### src/hpf_pkg.sv
// package of register map, field layout, reset values and timing for the host framer
// Overview of operation
// framing select: 0 transparent, 1 structured
// options bit2 reply output, bit0 announcements
// notice enables: error, link, init classes
// transparent gap timeout in ms ends message
// byte count reaching threshold triggers transmission
// transparent link strings <LINK> and <DROP>
// switch command: never, startup only, anytime
// destination broadcast or last registered remote
// per-hop packets limited to setting 1..3
// host may send switch command, later return
// serial peripheral mode forces structured framing
// announcement needs global and class enable
// zero timeout disables gap detection
package hpf_pkg;
    localparam logic [7:0] HPF_OFS_FRAMING = 8'h00;
    localparam logic [7:0] HPF_OFS_OPTS = 8'h01;
    localparam logic [7:0] HPF_OFS_GAP = 8'h02;
    localparam logic [7:0] HPF_OFS_THRESH = 8'h03;
    localparam logic [7:0] HPF_OFS_NOTICE = 8'h04;
    localparam logic [7:0] HPF_OFS_LINKEN = 8'h05;
    localparam logic [7:0] HPF_OFS_ESCAPE = 8'h06;
    localparam logic [7:0] HPF_OFS_DEST = 8'h07;
    localparam logic [7:0] HPF_OFS_HOPLIM = 8'h08;
    localparam logic [7:0] HPF_OFS_STATUS = 8'h09;
    localparam logic [7:0] HPF_OFS_MASK = 8'h0A;
    localparam logic [7:0] HPF_RST_FRAMING = 8'h00;
    localparam logic [7:0] HPF_RST_OPTS = 8'h05;
    localparam logic [7:0] HPF_RST_GAP = 8'h00;
    localparam logic [7:0] HPF_RST_THRESH = 8'h01;
    localparam logic [7:0] HPF_RST_NOTICE = 8'h07;
    localparam logic [7:0] HPF_RST_LINKEN = 8'h00;
    localparam logic [7:0] HPF_RST_ESCAPE = 8'h02;
    localparam logic [7:0] HPF_RST_DEST = 8'h00;
    localparam logic [7:0] HPF_RST_HOPLIM = 8'h03;
    localparam int HPF_OPT_REPLY_BIT = 2;
    localparam int HPF_OPT_ANN_BIT = 0;
    localparam logic [7:0] HPF_OPTS_MASK = 8'h05;
    localparam logic [7:0] HPF_NOTICE_MASK = 8'h07;
    localparam logic [7:0] HPF_ESC_NEVER = 8'h00;
    localparam logic [7:0] HPF_ESC_STARTUP = 8'h01;
    localparam logic [7:0] HPF_ESC_ANYTIME = 8'h02;
    localparam logic [1:0] HPF_HOP_MAX = 2'h3;
    localparam logic [7:0] HPF_BROADCAST = 8'hFF;
    // status bit positions
    localparam int HPF_ST_CUT = 0;
    localparam int HPF_ST_SWITCH = 1;
    localparam int HPF_ST_HOPFULL = 2;
    localparam int HPF_ST_REFUSED = 3;
    localparam int HPF_ST_W = 4;
    // timing
    localparam int HPF_CLK_PERIOD_NS = 10;
    localparam int HPF_MS_NS = 1000000;
    localparam int HPF_CYCLES_PER_MS = HPF_MS_NS / HPF_CLK_PERIOD_NS;
    localparam int HPF_NOTICE_LEN = 6;
    typedef enum logic [1:0] {
        HPF_ANN_INIT = 2'h0,
        HPF_ANN_LINK = 2'h1,
        HPF_ANN_ERROR = 2'h2
    } hpf_ann_class_t;
    typedef enum logic [1:0] {
        HPF_N_IDLE = 2'b00,
        HPF_N_SEND = 2'b01
    } hpf_notice_state_t;
    typedef struct packed {
        logic valid;
        logic [7:0] data;
    } hpf_char_t;
    typedef struct packed {
        logic trigger;
        logic [7:0] len;
        logic [7:0] dest;
    } hpf_cut_t;
endpackage

### src/hpf_framer.sv
// host framer: framing mode, transparent packet cutting, notice gating, hop limit
//
// Chosen here: the strobed register port.
`timescale 1ns/1ps
`default_nettype none
module hpf_framer #(
    parameter int CYCLES_PER_MS = hpf_pkg::HPF_CYCLES_PER_MS
) (
    input wire logic clock,
    input wire logic reset,
    input wire logic [7:0] reg_addr,
    input wire logic [7:0] reg_wdata,
    input wire logic reg_write,
    input wire logic reg_read,
    output logic [7:0] reg_rdata,
    input wire hpf_pkg::hpf_char_t host_char,
    input wire logic spi_mode,
    input wire logic switch_to_structured_cmd,
    input wire logic return_transparent_cmd,
    input wire logic link_up,
    input wire logic remote_registered,
    input wire logic [7:0] remote_addr,
    input wire logic hop_start,
    input wire logic packet_sent,
    input wire logic ann_request,
    input wire hpf_pkg::hpf_ann_class_t ann_class,
    input wire logic transmit_ack_packet,
    output hpf_pkg::hpf_cut_t cut,
    output hpf_pkg::hpf_char_t notice_char,
    output logic hop_tx_allow,
    output logic ann_emit,
    output logic reply_emit,
    output logic structured_active,
    output logic irq
);
    localparam int PRE_W = $clog2(CYCLES_PER_MS + 1);
    localparam logic [PRE_W-1:0] PRE_LAST = PRE_W'(CYCLES_PER_MS - 1);
    localparam logic [2:0] NOTICE_LAST = 3'(hpf_pkg::HPF_NOTICE_LEN - 1);

    typedef struct packed {
        logic [7:0] framing;
        logic [7:0] opts;
        logic [7:0] gap;
        logic [7:0] thresh;
        logic [7:0] notice_en;
        logic [7:0] link_en;
        logic [7:0] escape;
        logic [7:0] dest_sel;
        logic [7:0] hop_lim;
        logic [hpf_pkg::HPF_ST_W-1:0] status;
        logic [hpf_pkg::HPF_ST_W-1:0] mask;
        logic switched;
        logic startup_open;
        logic [7:0] byte_cnt;
        logic [PRE_W-1:0] pre;
        logic [7:0] ms_cnt;
        logic link_prev;
        logic pend_link;
        logic pend_drop;
        hpf_pkg::hpf_notice_state_t nstate;
        logic [2:0] nidx;
        logic ndrop;
        logic [1:0] hop_cnt;
        logic [7:0] last_remote;
        logic [7:0] rdata;
        hpf_pkg::hpf_cut_t cut;
        hpf_pkg::hpf_char_t notice;
        logic hop_allow;
        logic ann;
        logic reply;
        logic active;
        logic irq;
    } hpf_state_t;

    hpf_state_t s_q;
    hpf_state_t s_d;

    function automatic logic [7:0] hpf_notice_byte(input logic drop, input logic [2:0] idx);
        logic [7:0] c;
        c = 8'h3C;
        unique case (idx)
            3'h0: c = 8'h3C;
            3'h1: c = drop ? 8'h44 : 8'h4C;
            3'h2: c = drop ? 8'h52 : 8'h49;
            3'h3: c = drop ? 8'h4F : 8'h4E;
            3'h4: c = drop ? 8'h50 : 8'h4B;
            3'h5: c = 8'h3E;
            default: c = 8'h3E;
        endcase
        return c;
    endfunction

    logic structured;
    logic [1:0] hop_eff;
    logic [7:0] thresh_eff;
    logic [hpf_pkg::HPF_ST_W-1:0] ev;
    logic cut_now;
    logic gap_hit;
    logic ms_tick;

    always_comb begin
        s_d = s_q;
        ev = '0;
        // serial peripheral mode leaves only structured framing
        structured = s_q.framing[0] | s_q.switched | spi_mode;
        // out-of-range limit settings are clamped into 1..3
        hop_eff = (s_q.hop_lim == 8'h00) ? 2'h1 :
                  (s_q.hop_lim > 8'(hpf_pkg::HPF_HOP_MAX)) ? hpf_pkg::HPF_HOP_MAX :
                  s_q.hop_lim[1:0];
        thresh_eff = (s_q.thresh == 8'h00) ? 8'h01 : s_q.thresh;
        ms_tick = (s_q.pre == PRE_LAST);
        gap_hit = (s_q.gap != 8'h00) && (s_q.ms_cnt >= s_q.gap) && (s_q.byte_cnt != 8'h00);
        cut_now = 1'b0;

        // register bus
        s_d.rdata = 8'h00;
        if (reg_read) begin
            unique case (reg_addr)
                hpf_pkg::HPF_OFS_FRAMING: s_d.rdata = s_q.framing;
                hpf_pkg::HPF_OFS_OPTS: s_d.rdata = s_q.opts;
                hpf_pkg::HPF_OFS_GAP: s_d.rdata = s_q.gap;
                hpf_pkg::HPF_OFS_THRESH: s_d.rdata = s_q.thresh;
                hpf_pkg::HPF_OFS_NOTICE: s_d.rdata = s_q.notice_en;
                hpf_pkg::HPF_OFS_LINKEN: s_d.rdata = s_q.link_en;
                hpf_pkg::HPF_OFS_ESCAPE: s_d.rdata = s_q.escape;
                hpf_pkg::HPF_OFS_DEST: s_d.rdata = s_q.dest_sel;
                hpf_pkg::HPF_OFS_HOPLIM: s_d.rdata = s_q.hop_lim;
                hpf_pkg::HPF_OFS_STATUS: s_d.rdata = {4'h0, s_q.status};
                hpf_pkg::HPF_OFS_MASK: s_d.rdata = {4'h0, s_q.mask};
                default: s_d.rdata = 8'h00;
            endcase
        end
        if (reg_write) begin
            unique case (reg_addr)
                hpf_pkg::HPF_OFS_FRAMING: s_d.framing = {7'h00, reg_wdata[0]};
                hpf_pkg::HPF_OFS_OPTS: s_d.opts = reg_wdata & hpf_pkg::HPF_OPTS_MASK;
                hpf_pkg::HPF_OFS_GAP: s_d.gap = reg_wdata;
                hpf_pkg::HPF_OFS_THRESH: s_d.thresh = reg_wdata;
                hpf_pkg::HPF_OFS_NOTICE: s_d.notice_en = reg_wdata & hpf_pkg::HPF_NOTICE_MASK;
                hpf_pkg::HPF_OFS_LINKEN: s_d.link_en = {7'h00, reg_wdata[0]};
                hpf_pkg::HPF_OFS_ESCAPE: s_d.escape = reg_wdata;
                hpf_pkg::HPF_OFS_DEST: s_d.dest_sel = {7'h00, reg_wdata[0]};
                hpf_pkg::HPF_OFS_HOPLIM: s_d.hop_lim = reg_wdata;
                hpf_pkg::HPF_OFS_MASK: s_d.mask = reg_wdata[hpf_pkg::HPF_ST_W-1:0];
                default: ;
            endcase
        end

        // switch command acceptance
        if (host_char.valid) begin
            s_d.startup_open = 1'b0;
        end
        if (switch_to_structured_cmd) begin
            if ((s_q.escape == hpf_pkg::HPF_ESC_ANYTIME) ||
                ((s_q.escape == hpf_pkg::HPF_ESC_STARTUP) && s_q.startup_open)) begin
                s_d.switched = 1'b1;
                ev[hpf_pkg::HPF_ST_SWITCH] = 1'b1;
            end else begin
                ev[hpf_pkg::HPF_ST_REFUSED] = 1'b1;
            end
            s_d.startup_open = 1'b0;
        end else if (return_transparent_cmd) begin
            s_d.switched = 1'b0;
        end

        // transparent packet cutting
        s_d.cut.trigger = 1'b0;
        if (!structured) begin
            s_d.pre = ms_tick ? '0 : s_q.pre + PRE_W'(1);
            if (ms_tick && (s_q.ms_cnt != 8'hFF)) begin
                s_d.ms_cnt = s_q.ms_cnt + 8'h01;
            end
            if (host_char.valid) begin
                // a silent gap already reached cuts before this char is counted
                if (gap_hit) begin
                    cut_now = 1'b1;
                    s_d.byte_cnt = 8'h01;
                end else begin
                    s_d.byte_cnt = s_q.byte_cnt + 8'h01;
                end
                s_d.pre = '0;
                s_d.ms_cnt = 8'h00;
                if (!gap_hit && (s_q.byte_cnt + 8'h01 >= thresh_eff)) begin
                    cut_now = 1'b1;
                    s_d.byte_cnt = 8'h00;
                end
            end else if (gap_hit) begin
                cut_now = 1'b1;
                s_d.byte_cnt = 8'h00;
            end
            if (cut_now) begin
                s_d.cut.trigger = 1'b1;
                s_d.cut.len = (gap_hit && !host_char.valid) ? s_q.byte_cnt :
                              gap_hit ? s_q.byte_cnt : s_q.byte_cnt + 8'h01;
                s_d.cut.dest = s_q.dest_sel[0] ? s_q.last_remote : hpf_pkg::HPF_BROADCAST;
                ev[hpf_pkg::HPF_ST_CUT] = 1'b1;
            end
        end else begin
            s_d.byte_cnt = 8'h00;
            s_d.pre = '0;
            s_d.ms_cnt = 8'h00;
        end
        if (remote_registered) begin
            s_d.last_remote = remote_addr;
        end

        // link strings, latched if the link changes while one is being sent
        s_d.link_prev = link_up;
        if (!structured && s_q.link_en[0] && (link_up != s_q.link_prev)) begin
            if (link_up) begin
                s_d.pend_link = 1'b1;
            end else begin
                s_d.pend_drop = 1'b1;
            end
        end
        s_d.notice.valid = 1'b0;
        unique case (s_q.nstate)
            hpf_pkg::HPF_N_IDLE: begin
                if (s_q.pend_link || s_q.pend_drop) begin
                    s_d.ndrop = !s_q.pend_link;
                    if (s_q.pend_link) begin
                        s_d.pend_link = 1'b0;
                    end else begin
                        s_d.pend_drop = 1'b0;
                    end
                    s_d.nidx = 3'h0;
                    s_d.nstate = hpf_pkg::HPF_N_SEND;
                end
            end
            hpf_pkg::HPF_N_SEND: begin
                s_d.notice.valid = 1'b1;
                s_d.notice.data = hpf_notice_byte(s_q.ndrop, s_q.nidx);
                s_d.nidx = s_q.nidx + 3'h1;
                if (s_q.nidx == NOTICE_LAST) begin
                    s_d.nstate = hpf_pkg::HPF_N_IDLE;
                end
            end
            default: s_d.nstate = hpf_pkg::HPF_N_IDLE;
        endcase

        // per-hop packet budget
        if (hop_start) begin
            s_d.hop_cnt = 2'h0;
        end else if (packet_sent && (s_q.hop_cnt < hop_eff)) begin
            s_d.hop_cnt = s_q.hop_cnt + 2'h1;
            if (s_q.hop_cnt + 2'h1 == hop_eff) begin
                ev[hpf_pkg::HPF_ST_HOPFULL] = 1'b1;
            end
        end
        s_d.hop_allow = (s_d.hop_cnt < hop_eff);

        // structured notices
        s_d.ann = structured && ann_request && s_q.opts[hpf_pkg::HPF_OPT_ANN_BIT] &&
                  s_q.notice_en[ann_class];
        s_d.reply = structured && transmit_ack_packet &&
                    s_q.opts[hpf_pkg::HPF_OPT_REPLY_BIT];
        s_d.active = structured;

        // sticky status, write one to clear, a new event wins over the clear
        if (reg_write && (reg_addr == hpf_pkg::HPF_OFS_STATUS)) begin
            s_d.status = s_q.status & ~reg_wdata[hpf_pkg::HPF_ST_W-1:0];
        end
        s_d.status = s_d.status | ev;
        s_d.irq = |(s_d.status & s_d.mask);
    end

    always_ff @(posedge clock) begin
        if (reset) begin
            s_q <= '0;
            s_q.framing <= hpf_pkg::HPF_RST_FRAMING;
            s_q.opts <= hpf_pkg::HPF_RST_OPTS;
            s_q.gap <= hpf_pkg::HPF_RST_GAP;
            s_q.thresh <= hpf_pkg::HPF_RST_THRESH;
            s_q.notice_en <= hpf_pkg::HPF_RST_NOTICE;
            s_q.link_en <= hpf_pkg::HPF_RST_LINKEN;
            s_q.escape <= hpf_pkg::HPF_RST_ESCAPE;
            s_q.dest_sel <= hpf_pkg::HPF_RST_DEST;
            s_q.hop_lim <= hpf_pkg::HPF_RST_HOPLIM;
            s_q.startup_open <= 1'b1;
            s_q.hop_allow <= 1'b1;
            s_q.nstate <= hpf_pkg::HPF_N_IDLE;
        end else begin
            s_q <= s_d;
        end
    end

    assign reg_rdata = s_q.rdata;
    assign cut = s_q.cut;
    assign notice_char = s_q.notice;
    assign hop_tx_allow = s_q.hop_allow;
    assign ann_emit = s_q.ann;
    assign reply_emit = s_q.reply;
    assign structured_active = s_q.active;
    assign irq = s_q.irq;
endmodule
`default_nettype wire

### config.mk
export PLATFORM = sky130hd
export DESIGN_NAME = hpf_framer
export DESIGN_NICKNAME = d
export VERILOG_FILES = /design/src/hpf_pkg.sv /design/src/hpf_framer.sv
export SDC_FILE = /design/constraint.sdc
export NUM_CORES = 1
export LEC_CHECK = 0
export BUFFER_PORTS_ARGS = -buffer_cell sky130_fd_sc_hd__buf_4
export CAP_MARGIN = 20
export CORE_ASPECT_RATIO = 1.4
export CORE_MARGIN = 1
export CORE_UTILIZATION = 45
export DETAILED_ROUTE_END_ITERATION = 10
export PLACE_DENSITY = 0.67
export SLEW_MARGIN = 0
export SYNTH_ARGS = -nofsm -noshare
export SYNTH_HDL_FRONTEND = slang
export SYNTH_SLANG_ARGS = --single-unit
### constraint.sdc
create_clock -name clock -period 7.95 [get_ports clock]
set_clock_uncertainty 0.05 [all_clocks]
set_input_delay 0.795 -clock clock [delete_from_list [all_inputs] [get_ports clock]]
set_output_delay 0.795 -clock clock [all_outputs]
set_load 0.02 [all_outputs]
# Yosys cells after proc, flatten, opt, wreduce, memory -nomap -nowiden
# Index checks and enable logic that the tools add are counted.
# classes
reduce_logical	51
order_cmp	6
add_sub_neg	5
eq_ne	25
n_bitwise	8
muxes	53
# ops
operator	count
$pmux W8 S11	1
$mux W8	9
$pmux W7 S5	1
$eq A8 B3 Y1 const B	4
$reduce_and A2 Y1	14
$eq A8 B2 Y1 const B	3
$eq A8 B4 Y1 const B	3
$logic_not A8 Y1	3
$mux W1	24
$add A17 B1 Y17 const B	1
$eq A17 B17 Y1 const B	1
$mux W17	1
$add A8 B1 Y8 const B	2
$eq A8 B1 Y1 const B	2
$ge A8 B8 Y1	2
$mux W4	4
$reduce_bool A8 Y1	2
$logic_and A1 B1 Y1	15
$mux W2	7
$mux W5	2
$mux W9	1
$and A4 B4 Y4	2
$gt A8 B2 Y1 const B	1
$ne A8 B8 Y1 const B	1
other kinds (27)	42
# word_totals
reg_bits	141
in_bits	48

# Longest topological paths before layout
# Gate-level depths: netlist of run 1.
# logic_depth
ltp_word	13
mapped_depth	14
depth_no_buf	13

# Worst setup path before layout of run 1
# Ideal clock, no wire load.
# synth_timing
path_type	register to register
start	register s_q[85] (netlist name)
end	register s_q (netlist bit cut[8])
path_slack_ps	4710
period_less_slack_ps	3240
setup_time_ps	88
arrival_ps	3102
path_buffers	2
path_stages_with_launch	13
path_cell_list	dfxtp_1 -> clkbuf_1 -> nand3_1 -> or2_2 -> and2_1 -> or2_2 -> ha_1 -> nand4_1 -> o31a_1 -> o2bb2ai_1 -> clkbuf_1 -> nor2_1 -> a311oi_2
# synth_via
elab_chain_len	8
# synth_lines
item	line_no	source
from (decl)	hpf_framer.sv:75	hpf_state_t s_q;
parallel branches: the longest is 8 deep, another holds $add A8 B1 Y8	-	
# Parallel ways; which one is timed is not known. The select of a mux whose other input is x is not followed.
# A chain may end at the register's enable or synchronous reset.

# Worst setup path after layout of run 1
# layout_timing
start	register s_q[85] (netlist name)
end	register s_q (netlist bit cut[3])
# layout_via
elab_chain_len	8
# layout_lines
item	line_no	source
parallel branches: the longest is 5 deep, another holds $add A8 B1 Y8	-	
$mux W1 (*)	hpf_framer.sv:173	if (host_char.valid) begin
$mux W1 (*)	hpf_framer.sv:168	if (!structured) begin
$reduce_and A2 Y1 (no line) (*)	-	
# Mark *: on every way between the ends. The select of a mux whose other input is x is not followed.

==> flow_summary.toml, run 1 <==
[worst_setup_path]
end_kind = "flop"
critPathLaunchType = "flop"
cp.required_ns = 8.21
arrival_ns = 3.64
worstSetupPathType = "reg2reg"
worstSetupStartpoint = "s_q[85]"
cp_max_fo = 33
worst_r2r_startpoint = "s_q[85]"

[clock_tree]
clock_sinks = 139
htree_levels = 4
cts_buffer_depth = 2
ctsResizeCount = 0
hold_buffers = 0
cts_tree = "yes"
cts_buffers = 17
clk_pin_slew_ns = 0.06
cts-root-buf = "clkbuf_16"
post_cts_buffers = 0
clock_latency_ns = 0.41

[finish]
drive_gt1_share_pct = 14.9
n_antenna_cell = 0
finalNonFillerCells = 1065
num-fill-cells = 1463
regArea_um2 = 2780
area_growth_pct = 14.2
layout_commonest_cell = "dfxtp_1"
finish.utilization_pct = 52.7
layout_common_cells = "139 x dfxtp_1, 96 x nor2_1, 85 x nand2_1"
final_nets = 939
multi_input_area_um2 = 3560

[floorplan]
rows = 53
start_util_pct = 46.2
core_area_um2 = 15100
die_h_um = 149
dieArea_um2 = 15900
die_x_um = 107
ios = 87

[drt]
wire_per_inst_um = 15.0
first_iter_violations = 261
drt-vias-per-instance = 5.45
detail-route-antenna-nets = 0
drt-total-wl_um = 15900
dr.pass1.iters = 4
num_vias = 5801
route.detailed.drc = 0

[synth]
synth-simple-area-share_pct = 23.5
synth.top_cells.by_area = "dfxtp_1 40%, ha_1 5.2%, nor2_1 5.2%"
synthArstFlopShare_pct = 0
synthAdderAreaFrac_pct = 5.22
syn_avg_cell_area_um2 = 8.29
synth_top_family_by_area = "simple AND/OR/NAND/NOR gates"
synthFlopType = "dfxtp_1"
synth_xor_area_share_pct = 3.15
synth_top_area_share_pct = 40.1
synth_mux_area_share_pct = 4.18
syn-num-nets = 915
synth-warning-count = 0
synth_cells = 838
synth_seq_cells = 139
synth_enable_flop_cells = 0
synth_compound_area_share_pct = 15.1
synth_top_cell_by_area = "dfxtp_1"
syn_area_um2 = 6950
ys_seq_area_share_pct = 40.1
synth_cell_types = 73

[sta]
hold_violations = 0
rsz0062_at_grt = "no"
worst_slew_pin_slew_ns = 0.965
final-max-slew-violation-count = 0
setup_viol = 0
slew_headroom_pct = 35.3
finalCriticalPeriod_ns = 3.38
timing.final.crit_share_pct = 42.5
finalSetupTns_ns = 0
clock.fmax_mhz = 296

[worst_hold_path]
hp-class = "reg2reg"
hold_start = "s_q[91]"

[global_route]
groute.usage.overall_pct = 20.8
grt_pass1_wl_um = 26100
grt_max_degree = 85
antenna_found_initial = 0
grt_pass1_vias = 5322
overflow = 0

[power]
peakVddDrop_v = 0.000112
power_density_nw_per_um2 = 199
power.leakage_uw = 0.00306

[placed_design]
hpwl_um = 11600
post-place-cells = 1034
gp_congestion = 0.823
io_buffer_count = 77

[job]
maxCapViolations = 0

[status]
status = "completed"
stage by stage:
stage	setup WS [ns]	hold slack, ns	instance area (µm²)	power, µW
detailed placement	4.57	0.379	7350	827
CTS	4.56	0.389	7920	1600
global route	4.30	0.422	7930	1640
global placement	4.63	0.372	7350	826
finish	4.57	0.388	7930	1580
floorplan	4.71	0.363	6950	792
Yosys cell counts (16+ instances only):
cell	n
clkbuf_1	30
nand2_1	85
nand3_1	55
nor2_1	96
buf_4	35
dfxtp_1	139
ha_1	29
inv_1	43
a21oi_1	62
mux2i_1	29
a311oi_1	16
o21ai_0	30
critical path, stage by stage, from the launching register on:
cell	delay, ns
dfxtp_1	0.49
nand3_1	0.20
or2_2	0.35
and2_1	0.17
or2_2	0.30
ha_1	0.30
nand4_1	0.10
o31a_1	0.36
o2bb2ai_2	0.26
buf_4	0.37
nor2_1	0.07
a311oi_1	0.25
kinds of logic after synthesis:
| kind of cell | after synthesis |
|---|---|
| AOI/OAI and AO/OA | 164 |
| xor gates and xnor gates | 25 |
| adders and majority gates | 29 |
| buffers and inverters | 119 |
| DFF | 139 |
| muxes | 29 |
| other | 1 |
| and+or+nand+nor | 332 |
state kept, by name, indices dropped and copies added (netlist names):
| signal | cells |
|---|---|
| irq | 1 |
| notice_char | 8 |
| s_q | 101 |
| structured_active | 1 |
| reply_emit | 1 |
| hop_tx_allow | 1 |
| cut | 17 |
| ann_emit | 1 |
| reg_rdata | 8 |
metal layers:
metal / track usage, % / share of wire [%] / up-vias / wire length (µm)
met1: 23.8 / 42 / 2706 / 6690
met5: 0 / 0 / - / 0
met4: 9.25 / 2.3 / 0 / 374
met2: 37.8 / 52 / 135 / 8310
met3: 3.06 / 3.5 / 24 / 551
li1: - / - / 2936 / -
final timing paths:
path | endpoint | slack (ns) | cells past startpoint
worst max-delay path | cut[3] | 4.57 | 11
worst min-delay path | s_q[91] | 0.39 | 2
worst max register to register | cut[3] | 4.57 | 11
worst min register to register | s_q[91] | 0.39 | 2
where the power goes:
part	switching, µW	internal [µW]	leakage (µW)
clock network	295	474	0.000281
logic	58.0	38.8	0.00165
registers	6.34	709	0.00113
total	359	1220	0.00306
area by class of cell:
cell class / instances / area share (%)
multi-input combinational: 580 / 44.9
sequential: 139 / 35.1
tap: 192 / 3.03
inverter: 44 / 2.15
clock inverter: 11 / 1.53
clock buffer: 19 / 5.71
timing repair buffer: 80 / 7.57
(Power assumes the default switching activity.)
==> run 2: changes to the inputs <==
--- a/config.mk
+++ b/config.mk
@@ -11,7 +11,7 @@
 export CORE_MARGIN = 1
 export CORE_UTILIZATION = 45
 export DETAILED_ROUTE_END_ITERATION = 10
-export PLACE_DENSITY = 0.67
+export PLACE_DENSITY = 0.7
 export SLEW_MARGIN = 0
 export SYNTH_ARGS = -nofsm -noshare
 export SYNTH_HDL_FRONTEND = slang
==> constraint.sdc (replaced) <==
create_clock -name clock -period 2.74 [get_ports clock]
set_clock_uncertainty 0.05 [all_clocks]
set_input_delay 0.274 -clock clock [delete_from_list [all_inputs] [get_ports clock]]
set_output_delay 0.274 -clock clock [all_outputs]
set_load 0.02 [all_outputs]
==> run 2 against run 1 <==
Net effect: the flow now finishes with violations (setup timing); power grew to 3.0 times the previous value; sequential cell count stayed put; critical path depth is 2 higher; global-route usage is 0.63 points higher; highest routed layer unchanged; via count is 5.2% higher; critical path type unchanged; combinational power grew to 3.2 times the previous value; fmax is 22% higher; sequential share of layout area is 2.5 points lower; first-iteration DRC count is 6.5% higher; largest cell class unchanged.
==> flow_summary.toml, run 2 (same netlist as run 1, synthesis figures left out) <==
[clock_tree]
cts-root-buf = "clkbuf_16"
clock_latency_ns = 0.42
clk_pin_slew_ns = 0.07
cts_tree = "yes"
htree_levels = 4
cts_buffer_depth = 2
cts_buffers = 17
clock_sinks = 139

[worst_hold_path]
hold_path_depth = 3
hold_start = "remote_addr[0]"
min_to = "s_q[39]"
hp-class = "in2reg"

[placed_design]
hpwl_um = 11900
post-place-ws_ns = -0.124
gp_congestion = 0.882
io_buffer_count = 77

[drt]
dr.pass1.iters = 5
wire_per_inst_um = 15.4
drt-total-wl_um = 17200
num_vias = 6100
drt-vias-per-instance = 5.49
route.detailed.drc = 0
first_iter_violations = 278
detail-route-antenna-nets = 0

[finish]
num-fill-cells = 1323
largest_register_ff_count = 101
area_growth_pct = 23.5
largest-register = "s_q"
n_antenna_cell = 0
layout_commonest_cell = "dfxtp_1"
layout_common_cells = "135 x dfxtp_1, 120 x buf_4, 93 x nor2_1"
drive_gt1_share_pct = 22.6
final_nets = 984

[power]
power_density_nw_per_um2 = 552
power.leakage_uw = 0.00335
peakVddDrop_v = 0.000309

[worst_setup_path]
critPathBufInv = 3
critPathLaunchType = "flop"
crit_slowest_cell = "dfxtp_4"
arrival_ns = 3.06
rrSetupSlack_ns = -0.04
cp.required_ns = 3.02
cpPeakStageDelay_ns = 0.38
path_delay_family = "compound AO/OA/AOI/OAI gates"
path_cells = "nand3_4, buf_4, and2_1, or2_2, ha_1, o21a_1, nor2_1, o31a_1, o2bb2ai_4, buf_12, buf_4, nor2_1, a311oi_1"
worstSetupPathType = "reg2reg"
cp_max_fo = 5
end_kind = "flop"
worst-path-stages = 13
reg2reg_to = "cut[2]"
worst_r2r_startpoint = "s_q[83]"
reg2regPathDepth = 13

[global_route]
grt_pass1_wl_um = 26900
antenna_found_initial = 0
groute.usage.overall_pct = 21.4
overflow = 0
grt_pass1_vias = 5648
grt_max_degree = 75

[floorplan]
dieArea_um2 = 15900
start_util_pct = 46.2
die_x_um = 107
ios = 87
core_area_um2 = 15100
die_h_um = 149
rows = 53

[sta]
fin_ws_ns = -0.0387
worst_slew_pin_slew_ns = 0.801
rsz0062_at_grt = "yes"
hold_violations = 0
setup_viol = 7
final-max-slew-violation-count = 0
finalCriticalPeriod_ns = 2.78
clock.fmax_mhz = 360
timing.final.crit_share_pct = 101
slew_headroom_pct = 46.6
finalSetupTns_ns = -0.195

[status]
status = "finished with violations"
violations = "setup timing"

[job]
maxCapViolations = 0
[run 2: cell count changes in the layout (fill, tap and decap cells not counted), sizes merged]
cell,previous run,this run
buf,80,124
clkbuf,19,17
clkinv,6,3
clkinvlp,2,3
dlygate4sd3,0,1
inv,45,51
[run 2: layer usage]
metal  track usage (%)  vias to the layer above  share of wire (%)  wire length, µm
li1                  -                     3035                  -                -
met1              24.1                     2889                 40             6940
met2              39.4                      137                 53             9160
met3              4.46                       39                3.7              638
met4              7.74                        0                2.5              435
met5                 0                        -                  0                0
[run 2: worst register-to-register path, stage by stage (launching register included)]
cell and delay (ns):
dfxtp_4 0.38, nand3_4 0.11, buf_4 0.15, and2_1 0.16, or2_2 0.32, ha_1 0.29
o21a_1 0.11, nor2_1 0.04, o31a_1 0.32, o2bb2ai_4 0.23, buf_12 0.15, buf_4 0.11
nor2_1 0.04, a311oi_1 0.23
[run 2: final cells by class]
cell class | instances | area (µm²) | area share, %
repair buffers | 125 | 972 | 11.3
multi-input cells | 580 | 3790 | 44.2
clock inverters | 15 | 183 | 2.13
well taps | 192 | 240 | 2.80
clock buffers | 17 | 425 | 4.96
inverters | 44 | 170 | 1.98
flip-flops and latches | 139 | 2800 | 32.6
[run 2: what timing repair did]
action	4_1_cts	5_1_grt
setup buffers	8	7
resized for setup	24	24
endpoints found under the hold margin	2	0
cloned	0	0
setup endpoints to repair	23	25
hold buffers	1	0
pin swaps	19	26
[run 2: power by group]
group / internal (µW) / total [µW] / switching (µW)
logic: 136 / 313 / 177
registers: 2050 / 2070 / 19.8
clock network: 1380 / 2350 / 978
[run 2: worst max-delay path by stage]
stage,from,to
after global routing,s_q[87],cut[2]
after floorplan,s_q[83],cut[8]
after global placement,s_q[83],cut[15]
after CTS,s_q[84],cut[3]
after detailed placement,s_q[85],cut[6]
final,s_q[83],cut[2]
[run 2: stage by stage]
step / total power, µW / util (%) / hold WS (ns) / cell area [µm²] / instances
floorplan: 2300 / - / 0.303 / 7020 / 838
global placement: 2410 / 50.8 / 0.371 / 7650 / 1064
global route: 4900 / 57.0 / 0.0461 / 8580 / 1112
finish: 4740 / 57.0 / 0.0348 / 8580 / 1112
CTS: 4770 / 55.8 / 0.0241 / 8400 / 1104
detailed placement: 2420 / 50.8 / 0.381 / 7650 / 1064
==> run 3: changes to the inputs <==
--- a/config.mk
+++ b/config.mk
@@ -10,6 +10,7 @@
 export CORE_ASPECT_RATIO = 1.4
 export CORE_MARGIN = 1
 export CORE_UTILIZATION = 45
+export CTS_BUF_LIST = sky130_fd_sc_hd__clkbuf_8
 export DETAILED_ROUTE_END_ITERATION = 10
 export PLACE_DENSITY = 0.7
 export SLEW_MARGIN = 0
==> run 3 against run 2 <==
Net effect: the run still ends with setup timing left; global-route usage up 0.14 points; power down 12%; final area down 0.50%; sequential share of layout area up 0.18 points; first-iteration DRC count down 18%; sequential power about the same; worst setup slack better by 0.032 ns; clock power down 26%; sequential cell count unchanged; critical path type unchanged; largest cell class unchanged; largest power group is now registers.
==> flow_summary.toml, run 3 (same netlist as run 1, synthesis figures left out) <==
[status]
status = "finished with violations"
violations = "setup timing"

[drt]
first_iter_violations = 229
num_vias = 6159
drt-vias-per-instance = 5.49
dr.pass1.iters = 6
wire_per_inst_um = 15.2
detail-route-antenna-nets = 0
route.detailed.drc = 0
drt-total-wl_um = 17100

[sta]
worst_slew_pin_slew_ns = 0.809
slew_headroom_pct = 46.0
final-max-slew-violation-count = 0
setup_viol = 3
rsz0062_at_grt = "yes"
fin_ws_ns = -0.00638
clock.fmax_mhz = 364
finalCriticalPeriod_ns = 2.75
timing.final.crit_share_pct = 100
hold_violations = 0

[worst_setup_path]
worst_r2r_startpoint = "s_q[84]"
cp.required_ns = 3.06
worstSetupPathType = "reg2reg"
cp_max_fo = 8
rrSetupSlack_ns = -0.006
reg2regPathDepth = 13
arrival_ns = 3.06
worstSetupEndpoint = "cut[4]"
worstSetupStartpoint = "s_q[84]"
critPathLaunchType = "flop"
end_kind = "flop"
reg2reg_to = "cut[4]"

[clock_tree]
clk_pin_slew_ns = 0.09
htree_levels = 4
cts-root-buf = "clkbuf_8"
cts_buffers = 17
cts_tree = "yes"
cts_buffer_depth = 2
clock_latency_ns = 0.45
clock_sinks = 139

[worst_hold_path]
hp-class = "in2reg"

[global_route]
grt_use_met3_pct = 3.76
grt_max_degree = 75
use_met1_pct = 24.5
grt_pass1_wl_um = 27200
overflow = 0
grtUsageMet2_pct = 39.4
grt_busiest_layer = "met2"
grt_pass1_vias = 5697
groute.usage.overall_pct = 21.6
antenna_found_initial = 0

[floorplan]
core_area_um2 = 15100
rows = 53
die_h_um = 149
dieArea_um2 = 15900
start_util_pct = 46.2
ios = 87
die_x_um = 107

[finish]
fin_area_um2 = 8540
n_antenna_cell = 0
layout_commonest_cell = "dfxtp_1"
drive_gt1_share_pct = 23.3
area_growth_pct = 22.9
layout_common_cells = "134 x dfxtp_1, 119 x buf_4, 90 x nor2_1"
largest_register_ff_count = 101
final_nets = 993
largest-register = "s_q"
finalNonFillerCells = 1121
num-fill-cells = 1342

[placed_design]
gp_congestion = 0.882
post-place-ws_ns = -0.124
hpwl_um = 11900
placed_area_um2 = 7650
post-place-cells = 1064
io_buffer_count = 77

[power]
power.leakage_uw = 0.00332
power_density_nw_per_um2 = 487
peakVddDrop_v = 0.000320

[job]
maxCapViolations = 0
## run 3: cell types whose count changed in the layout (fill, tap and decap cells not counted), sizes merged
cell	previous run	this run
buf	124	126
dlygate4sd3	1	8
## run 3: critical path, stage by stage, from the launching register on
cell       delay [ns]
dfxtp_4          0.38
nand3_4          0.09
buf_4            0.15
and2_1           0.18
or2_2            0.33
ha_1             0.29
o21a_1           0.11
nor2_1           0.04
o31a_1           0.32
o2bb2ai_4        0.20
buf_6            0.16
buf_12           0.12
nor2_1           0.04
a311oi_1         0.22
## run 3: worst min-delay path by stage
stage | startpoint | to | slack (ns) | depth (start not counted)
after floorplan | hop_start | s_q[47] | 0.30 | 1
after CTS | transmit_ack_packet | reply_emit | 0.001 | 2
after detailed placement | s_q[91] | s_q[91] | 0.38 | 2
final | remote_addr[5] | s_q[44] | 0.02 | 3
after global placement | s_q[66] | s_q[66] | 0.37 | 1
after global routing | remote_addr[5] | s_q[44] | 0.007 | 3
## run 3: cell type report
cell class	count	area (µm²)	share of cell area [%]
Clock inverter	15	183	2.14
Sequential cell	139	2800	32.8
Timing Repair Buffer	134	1100	12.9
Tap cell	192	240	2.81
Multi-Input combinational cell	580	3810	44.7
Inverter	44	170	1.99
Clock buffer	17	234	2.74
## run 3: repair_timing
item,4_1_cts,5_1_grt
pin swaps,16,20
setup buffers,9,6
endpoints found under the hold margin,9,0
cloned,1,0
resized for setup,29,26
setup endpoints to repair,23,24
hold buffers,8,0
## run 3: power by group
| part | switching [µW] | internal [µW] |
|---|---|---|
| Sequential | 20.5 | 2050 |
| Combinational | 185 | 153 |
| Clock | 906 | 844 |
## run 3: metal layers
layer / vias to the layer above / routed length, µm
met3: 30 / 714
met4: 0 / 340
met1: 2901 / 6930
met5: - / 0
li1: 3058 / -
met2: 170 / 9060
## run 3: stage by stage
step	setup TNS, ns	hold slack, ns	total power (µW)	util (%)
2_1_floorplan	0	0.303	2300	-
3_3_place_gp	-0.963	0.371	2410	50.8
3_5_place_dp	-2.01	0.381	2420	50.8
4_1_cts	0	0.00131	4180	55.6
5_1_grt	-1.24	0.00741	4310	56.7
6_report	-0.0126	0.0154	4160	56.7
